$ cat src/hdl/crw_defs.svh
/*
  shared constants for the core register, stack and rom window block.
  assumes inclusion by bare name from hdl/.
*/
`ifndef CRW_DEFS_SVH
`define CRW_DEFS_SVH
`define CRW_WIN_LO        8'h40
`define CRW_WIN_HI        8'h7F
`define CRW_WIN_OFS_W     6
`define CRW_ADDR_PTR_X    8'h80
`define CRW_ADDR_PTR_Y    8'h81
`define CRW_ADDR_SD_FIRST 8'h82
`define CRW_ADDR_SD_SEC   8'h83
`define CRW_ADDR_WIN_BASE 8'hC9
`define CRW_ADDR_ACC      8'hFF
`define CRW_PAGE_W        7
`define CRW_PC_W          12
`define CRW_STACK_DEPTH   6
`define CRW_DEPTH_W       3
`define CRW_RESET_VECTOR  12'hFFE
`define CRW_PC_STEP       12'h001
`endif

$ cat src/hdl/crw_pkg.sv
/*
  types for the core register block.
  assumes crw_defs.svh sits beside it.
*/
`include "crw_defs.svh"
`default_nettype none
package crw_pkg;
  typedef enum logic [1:0] {
    CRW_CTX_NORMAL,
    CRW_CTX_IRQ,
    CRW_CTX_NMI
  } crw_ctx_e;

  typedef struct packed {
    logic c;
    logic z;
  } crw_flags_s;

  typedef enum logic [2:0] {
    CRW_PC_SEQ,
    CRW_PC_JUMP,
    CRW_PC_REL,
    CRW_PC_IRQ,
    CRW_PC_NMI,
    CRW_PC_RET,
    CRW_PC_RETURN_FROM_INTERRUPT
  } crw_pc_op_e;

  typedef struct packed {
    logic       valid;
    crw_pc_op_e op;
    logic [11:0] target;
    logic [7:0]  offset;
  } crw_pc_cmd_s;

  typedef struct packed {
    logic       rd;
    logic       wr;
    logic       bit_op;
    logic [7:0] addr;
    logic [7:0] wdata;
  } crw_data_req_s;

  typedef struct packed {
    logic       valid;
    logic       carry;
    logic       zero;
  } crw_flag_upd_s;
endpackage
`default_nettype wire

$ cat src/hdl/crw_core_regs.sv
/*
  core register block: rom window, accumulator, pointers, short-direct
  registers, instruction pointer, banked carry/zero flags, return stack.
  assumes a sequencer drives one request per cycle and program memory
  answers rom_data combinationally for rom_addr.
*/
// Contract
// - window 40h-7Fh reads program memory
// - rom address is base then low six; code drops base bit six
// - base at C9h: plain writes only
// - base not reset, undefined until written
// - only base bits six..zero kept
// - accumulator mapped at FFh
// - pointers at 80h and 81h
// - short-direct registers at 82h, 83h
// - instruction pointer is twelve bits
// - pointer loads jump, vector, stack, else increments
// - relative branch adds signed offset
// - three carry/zero pairs per context
// - context switch selects pair, keeps values
// - only current context pair accessible
// - carry from arithmetic, bit test, rotate
// - zero reflects latest result
// - reset starts in nonmaskable context
// - six level stack pushes, drops sixth
// - return pops level one, shifts down
// - empty-stack return keeps stack, continues
`include "crw_defs.svh"
`default_nettype none
module crw_core_regs #(
  parameter logic [11:0] IRQ_VECTOR = 12'hFF0,
  parameter logic [11:0] NMI_VECTOR = 12'hFFC
) (
  // clock and reset
  input  wire logic                  clock,
  input  wire logic                  arst_n,
  input  wire logic                  clk_en,
  // data space access
  input  wire crw_pkg::crw_data_req_s data_req,
  output logic [7:0]                 data_rdata,
  output logic                       data_hit,
  // program memory for the window
  output logic [11:0]                rom_addr,
  input  wire logic [7:0]            rom_data,
  // sequencer
  input  wire crw_pkg::crw_pc_cmd_s  pc_cmd,
  input  wire crw_pkg::crw_flag_upd_s flag_upd,
  output logic [11:0]                instruction_pointer,
  output logic                       carry_flag,
  output logic                       zero_flag,
  output crw_pkg::crw_ctx_e          context_now
);
  typedef struct packed {
    logic [7:0]              acc;
    logic [7:0]              ptr_x;
    logic [7:0]              ptr_y;
    logic [7:0]              sd_first;
    logic [7:0]              sd_second;
    logic [6:0]              rom_window_page_bits;
    logic [11:0]             pc;
    logic [5:0][11:0]        stack;
    logic [2:0]              depth;
    crw_pkg::crw_flags_s     fl_norm;
    crw_pkg::crw_flags_s     fl_irq;
    crw_pkg::crw_flags_s     fl_nmi;
    crw_pkg::crw_ctx_e       ctx;
    crw_pkg::crw_ctx_e       ctx_prev;
    logic [7:0]              rdata;
    logic                    hit;
    logic [11:0]             rom_addr;
    logic                    cf;
    logic                    zf;
  } crw_state_s;

  crw_state_s st_r;
  crw_state_s st_nxt;
  logic       in_window;
  logic [11:0] rel_ext;

  assign in_window = (data_req.addr >= `CRW_WIN_LO) &&
                     (data_req.addr <= `CRW_WIN_HI);
  assign rel_ext = {{4{pc_cmd.offset[7]}}, pc_cmd.offset};

  always_comb begin
    st_nxt = st_r;
    st_nxt.hit = 1'b0;
    st_nxt.rdata = 8'h00;
    st_nxt.rom_addr = {st_r.rom_window_page_bits[5:0],
                       data_req.addr[`CRW_WIN_OFS_W-1:0]};
    if (data_req.rd) begin
      st_nxt.hit = 1'b1;
      if (in_window) begin
        st_nxt.rdata = rom_data;
      end else begin
        case (data_req.addr)
          `CRW_ADDR_ACC:      st_nxt.rdata = st_r.acc;
          `CRW_ADDR_PTR_X:    st_nxt.rdata = st_r.ptr_x;
          `CRW_ADDR_PTR_Y:    st_nxt.rdata = st_r.ptr_y;
          `CRW_ADDR_SD_FIRST: st_nxt.rdata = st_r.sd_first;
          `CRW_ADDR_SD_SEC:   st_nxt.rdata = st_r.sd_second;
          default:            st_nxt.hit = 1'b0;
        endcase
      end
    end
    if (data_req.wr) begin
      case (data_req.addr)
        `CRW_ADDR_ACC:      st_nxt.acc = data_req.wdata;
        `CRW_ADDR_PTR_X:    st_nxt.ptr_x = data_req.wdata;
        `CRW_ADDR_PTR_Y:    st_nxt.ptr_y = data_req.wdata;
        `CRW_ADDR_SD_FIRST: st_nxt.sd_first = data_req.wdata;
        `CRW_ADDR_SD_SEC:   st_nxt.sd_second = data_req.wdata;
        `CRW_ADDR_WIN_BASE: begin
          if (!data_req.bit_op) begin
            st_nxt.rom_window_page_bits = data_req.wdata[6:0];
          end
        end
        default: ;
      endcase
    end
    // carry from alu or bit test
    // only the live pair is written
    if (flag_upd.valid) begin
      case (st_r.ctx)
        crw_pkg::CRW_CTX_NORMAL: st_nxt.fl_norm = {flag_upd.carry,
                                                   flag_upd.zero};
        crw_pkg::CRW_CTX_IRQ:    st_nxt.fl_irq = {flag_upd.carry,
                                                  flag_upd.zero};
        default:                 st_nxt.fl_nmi = {flag_upd.carry,
                                                  flag_upd.zero};
      endcase
    end
    st_nxt.pc = st_r.pc + `CRW_PC_STEP;
    if (pc_cmd.valid) begin
      case (pc_cmd.op)
        crw_pkg::CRW_PC_JUMP: st_nxt.pc = pc_cmd.target;
        crw_pkg::CRW_PC_REL:  st_nxt.pc = st_r.pc + rel_ext;
        crw_pkg::CRW_PC_IRQ, crw_pkg::CRW_PC_NMI: begin
          st_nxt.pc = (pc_cmd.op == crw_pkg::CRW_PC_IRQ) ?
                      IRQ_VECTOR : NMI_VECTOR;
          st_nxt.stack = {st_r.stack[4:0], st_r.pc};
          if (st_r.depth != 3'(`CRW_STACK_DEPTH)) begin
            st_nxt.depth = st_r.depth + 3'h1;
          end
          st_nxt.ctx_prev = st_r.ctx;
          st_nxt.ctx = (pc_cmd.op == crw_pkg::CRW_PC_IRQ) ?
                       crw_pkg::CRW_CTX_IRQ : crw_pkg::CRW_CTX_NMI;
        end
        crw_pkg::CRW_PC_RET, crw_pkg::CRW_PC_RETURN_FROM_INTERRUPT: begin
          if (st_r.depth != 3'h0) begin
            st_nxt.pc = st_r.stack[0];
            st_nxt.stack = {12'h000, st_r.stack[5:1]};
            st_nxt.depth = st_r.depth - 3'h1;
          end
          if (pc_cmd.op == crw_pkg::CRW_PC_RETURN_FROM_INTERRUPT) begin
            st_nxt.ctx = st_r.ctx_prev;
            st_nxt.ctx_prev = crw_pkg::CRW_CTX_NORMAL;
          end
        end
        default: ;
      endcase
    end
    // call is JUMP with offset bit zero set, which also pushes the pointer; kept separate
    if (pc_cmd.valid && pc_cmd.op == crw_pkg::CRW_PC_JUMP &&
        pc_cmd.offset[0]) begin
      st_nxt.stack = {st_r.stack[4:0], st_r.pc};
      if (st_r.depth != 3'(`CRW_STACK_DEPTH)) begin
        st_nxt.depth = st_r.depth + 3'h1;
      end
    end
    case (st_nxt.ctx)
      crw_pkg::CRW_CTX_NORMAL: {st_nxt.cf, st_nxt.zf} = st_nxt.fl_norm;
      crw_pkg::CRW_CTX_IRQ:    {st_nxt.cf, st_nxt.zf} = st_nxt.fl_irq;
      default:                 {st_nxt.cf, st_nxt.zf} = st_nxt.fl_nmi;
    endcase
  end

  // window base and data regs outside reset
  always_ff @(posedge clock or negedge arst_n) begin
    if (!arst_n) begin
      st_r.ctx      <= crw_pkg::CRW_CTX_NMI;
      st_r.ctx_prev <= crw_pkg::CRW_CTX_NORMAL;
      st_r.pc       <= `CRW_RESET_VECTOR;
      st_r.depth    <= 3'h0;
      st_r.rdata    <= 8'h00;
      st_r.hit      <= 1'b0;
      st_r.rom_addr <= 12'h000;
      st_r.fl_norm  <= '0;
      st_r.fl_irq   <= '0;
      st_r.fl_nmi   <= '0;
      st_r.stack    <= '0;
      st_r.cf       <= 1'b0;
      st_r.zf       <= 1'b0;
    end else if (clk_en) begin
      st_r          <= st_nxt;
    end
  end

  // window address leaves combinationally for same-cycle rom answer
  assign rom_addr = st_nxt.rom_addr;

  assign carry_flag          = st_r.cf;
  assign zero_flag           = st_r.zf;
  assign data_rdata          = st_r.rdata;
  assign data_hit            = st_r.hit;
  assign instruction_pointer = st_r.pc;
  assign context_now         = st_r.ctx;
endmodule
`default_nettype wire

$ cat config.mk
export PLATFORM = sky130hd
export DESIGN_NAME = crw_core_regs
export DESIGN_NICKNAME = d
export VERILOG_FILES = /design/src/hdl/crw_pkg.sv /design/src/hdl/crw_core_regs.sv
export VERILOG_INCLUDE_DIRS = /design/src /design/src/hdl
export SDC_FILE = /design/constraint.sdc
export NUM_CORES = 1
export LEC_CHECK = 0
export BUFFER_PORTS_ARGS = -buffer_cell sky130_fd_sc_hd__buf_2
export CAP_MARGIN = 20
export CORE_ASPECT_RATIO = 2
export CORE_MARGIN = 1
export CORE_UTILIZATION = 60
export CTS_BUF_LIST = sky130_fd_sc_hd__clkbuf_4 sky130_fd_sc_hd__clkbuf_8
export CTS_CLUSTER_DIAMETER = 30
export DETAILED_ROUTE_END_ITERATION = 6
export PLACE_DENSITY = 0.93
export SLEW_MARGIN = 0
export SYNTH_ARGS = -nofsm -noshare
export SYNTH_HDL_FRONTEND = slang
export SYNTH_SLANG_ARGS = --single-unit
$ cat constraint.sdc
create_clock -name clock -period 3.9 [get_ports clock]
set_input_delay 0.78 -clock clock [delete_from_list [all_inputs] [get_ports clock]]
set_output_delay 0.78 -clock clock [all_outputs]
set_load 0.02 [all_outputs]
Word-level counts from Yosys, hierarchy flattened
Index checks and enable logic that the tools add are counted.

Add/sub/neg operators: 4. $lt $le $gt $ge: 2. Equal/unequal tests: 17. Multiplexer cells: 22. Bitwise logic cells: 1. Reduce and logical (&&, ||, !) cells: 21.

Operator list (number): 87-bit 2-to-1 mux (2); 75-bit case mux with 2 select lines (1); 75-bit 2-to-1 mux (1); 8-bit == test (second input constant) (6); 12-bit case mux with 4 select lines (1); 8-bit case mux with 5 select lines (1); 4-bit AND reduction (7); 12-bit by 1-bit adder with 12-bit output (second input constant) (1); 12-bit adder (1); 4-bit 2-to-1 mux (3); 3-bit == test (second input constant) (3); 9-bit 2-to-1 mux (1); 8-bit by 7-bit greater-or-equal comparator with 1-bit output (second input constant) (1); 8-bit by 7-bit less-or-equal comparator with 1-bit output (second input constant) (1); 2-bit 2-to-1 mux (4); 8-bit 2-to-1 mux (1); 4-bit case mux with 2 select lines (1); 3-bit by 2-bit == test with 1-bit output (second input constant) (2); 3-bit 2-to-1 mux (2); 6-bit 2-to-1 mux (1); 3-bit != test (second input constant) (2); 3-bit nonzero test (2); 2-bit OR reduction (3); 5-bit AND reduction (1); other kinds (12) (18).

Flip-flop bits (word level): 154.

Depth between registers and ports, before layout
Depth in word-level cells: 6. Mapped depth: 12. Depth with buffers taken out: 8.

Least setup slack after synthesis
No wires, ideal clock.

Path kind: input -> register. From: in data_req[10] (netlist name). To: reg st_r[135] (netlist name), enable pin. Library setup time: 383 ps. Arrival: 2348 ps. Data required time: 3517 ps. Path slack: 1169 ps. Stages: 5. Path through: or3_4 nor4b_4 buf_2 nand2_1 nor3_1.

Word-level cells in the longest chain between the ends: 2.

Ends and longest elaborated chain: start: declaration (line crw_core_regs.sv:39) `input wire crw_pkg::crw_data_req_s data_req,`; 8-bit == test (line crw_core_regs.sv:106) `case (data_req.addr)`; 4-bit AND reduction (no line); end signal: assignment (line crw_core_regs.sv:194) `st_r <= st_nxt;`; end: declaration (line crw_core_regs.sv:75) `crw_state_s st_r;`.

No other way between the ends. A chain may end at the register's enable or synchronous reset.

Final worst setup path
From: in data_req[10] (netlist name). To: reg st_r[155] (netlist name), enable pin.

The elaborated chain is that of the path after synthesis.

==> reports/metrics.csv <==
metric,value,unit
status,"complete, no violations",
yosys.area.top_type,dfrtp_1,
synthTopCellsByArea,"dfrtp_1, edfxtp_1, a221oi_1",
crit_fanout,13,
place.gp.congestion,0.902,
startpoint_type,input pin,
synth_xor_area_frac,0.0105,
max_cap_violations,0,
cts_resized,0,
antenna_found_initial,0,
crit_slowest_cell,nor4b_4,
gr-total-overflow,0,
clockBufferDepth,2,
cpPeakStageDelay,0.72,ns
hold_buffers,0,
cts_setup_buffers,0,
min-delay-path-class,in2async,
antenna_cells,0,
die_area,14300,sq um
yosysUniqueCellTypes,71,
syn_nets,914,
worst_skew_pair.late_latency,0.45,ns
synth-simple-area-share,0.169,
yosys_warnings,0,
avgSynthCellArea,9.89,sq um
relSlewSlack,0.356,
htreeDepth,4,
synth_area,8300,sq um
synth_top_area_share,0.289,
skew,0.0108,ns
fin_area,8920,sq um
io_buffers,93,
dpl_cell_area,8510,sq um
clk_pin_slew_worst_paths,0.08,ns
ir_drop,0.336,mV
seq_area_frac_synth,0.494,
cp_data_required_time,3.98,ns
drtPass1Iterations,6,
cts_tree,done,
num_rows,60,
drc,0,
synth_edf_count,46,
cts-root-buf,clkbuf_8,
vias,6744,
hold_viol_final,0,
viasPerCell,6.50,
drt_iter0_markers,616,
period_minus_slack,2.66,ns
critPathArrivalTime,2.74,ns
grt_pass1_vias,6530,
totalWireLength,19800,microns
synthMuxAreaShare,0.0193,
layout_common_cells,"nor2_1, dfrtp_1, buf_2",
rsz0062_at_grt,false,
dieWidth,85.2,microns
path_cells,buf_2 > or3_4 > nor4b_4 > nand2_1 > nor2_1,
grt_pass1_wl,31900,microns
pin_count,94,
fin_setup_tns,0,ns
start_util,0.615,
slew_violations,0,
drive_above_1_share,0.194,
synthAdderAreaFrac,0.0265,
ant_nets,0,
synth_flop_cell,dfrtp_1,
synth_cells,840,
synth-seq-cells,154,
post-dp-hpwl,14000,microns
cts_sinks,154,
async_reset_ff_frac,0.701,
final_common_cell,nor2_1,
power_density,525,nW/um^2
fin_nets,943,
core,13500,sq um
numCtsBuffers,17,
leakage,3.76,nW
wl_per_cell,19.1,microns
synth-compound-area-share,0.204,
finalSetupViolations,0,
min_period_over_period,0.682,
synth_top_family_by_area,compound AO/OA/AOI/OAI gates,
tightest_slew,0.966,ns
critPathKind,in2reg,
die_h,168,microns
area_growth,7.41,%
timing.fmax,376,MHz
grt_max_degree,80,
grt_use_total,0.287,
critPathCaptureType,flip-flop,
==> cells by family after synthesis <==
family / Yosys count
XOR/XNOR: 10
AND/OR/NAND/NOR: 304
multiplexers: 13
AO/OA/AOI/OAI: 234
adder cells (fa/ha/maj): 17
flip-flops: 154
buffers and inverters: 108
==> worst max-delay path, delay by kind of cell <==
kind / cells / cell delay (ns)
buffers and inverters: 1 / 0.11
and+or+nand+nor: 4 / 1.84
==> layout make-up <==
cell class	count	area [sq um]
clock buffer	18	248
clock inverter	14	163
fill	1033	4590
inverter	14	52.6
multi-input combinational	578	3580
sequential	154	4100
tap	155	194
timing repair buffer	104	588
==> power breakdown <==
part / internal, mW / switching (mW) / total [mW]
clock: 0.602 / 0.649 / 1.25
combinational: 0.482 / 0.673 / 1.16
sequential: 1.97 / 0.307 / 2.27
total: 3.05 / 1.63 / 4.68
==> sequential cells by signal (all words and copies together) (netlist names) <==
register / cells
carry_flag: 1
context_now: 2
data_hit: 1
data_rdata: 8
instruction_pointer: 12
rom_addr: 6
st_r: 123
zero_flag: 1
==> layer usage <==
metal	part of all wire	up-vias	GRT usage
met3	0.058	73	0.0554
li1	-	3117	-
met4	0.043	0	0.160
met2	0.54	316	0.522
met1	0.36	3238	0.304
met5	0	-	0
==> path summary, 6_finish.rpt <==
path                                                          from                             endpoint  slack [ns]  depth (start not counted)
worst max-delay path                                  data_req[10]                  st_r[155]$_DFFE_PP_        1.24                          5
worst min-delay path                                        arst_n               carry_flag$_DFFE_PN0P_        0.38                          2
worst max register to register  instruction_pointer[0]$_DFFE_PN0P_  instruction_pointer[10]$_DFFE_PN1P_        1.32                          8
worst min register to register                st_r[96]$_DFFE_PN0P_                 st_r[96]$_DFFE_PN0P_        0.48                          2
max in group asynchronous                                   arst_n                 st_r[44]$_DFFE_PN0P_        2.20                          3
min in group clock                            st_r[96]$_DFFE_PN0P_                 st_r[96]$_DFFE_PN0P_        0.48                          2
==> metrics by stage <==
step | hold WS [ns] | power [mW] | cells | worst slack [ns] | utilization
detailed placement | 0.460 | 3.44 | 1005 | 0.854 | 0.630
floorplan | 0.439 | 3.14 | 840 | 1.17 | -
CTS | 0.377 | 4.68 | 1037 | 1.28 | 0.660
finish | 0.382 | 4.68 | 1037 | 1.24 | 0.660
global route | 0.389 | 4.92 | 1037 | 1.11 | 0.660
global placement | 0.451 | 3.39 | 1005 | 0.916 | 0.630
==> cell usage after synthesis (all sizes together), types with 3 or more instances <==
cell type	count
nand2	74
nor4b	3
and3	12
xor2	3
o31ai	6
nor3	6
nand3	30
o21ai	64
mux2	4
ha	16
dfrtp	96
o2bb2ai	4
o22ai	3
nand3b	4
nor3b	5
inv	13
or3	3
a22oi	3
o211ai	4
xnor2	7
nor2b	7
a21boi	5
nor2	138
o21a	5
a21oi	18
mux2i	7
a31oi	8
a222oi	5
a21o	9
clkbuf	22
and2	8
a22o	3
dfstp	12
buf	72
edfxtp	46
nand2b	5
nand4	4
a211oi	11
a221oi	68
Power figures use the tool's default switching activity.
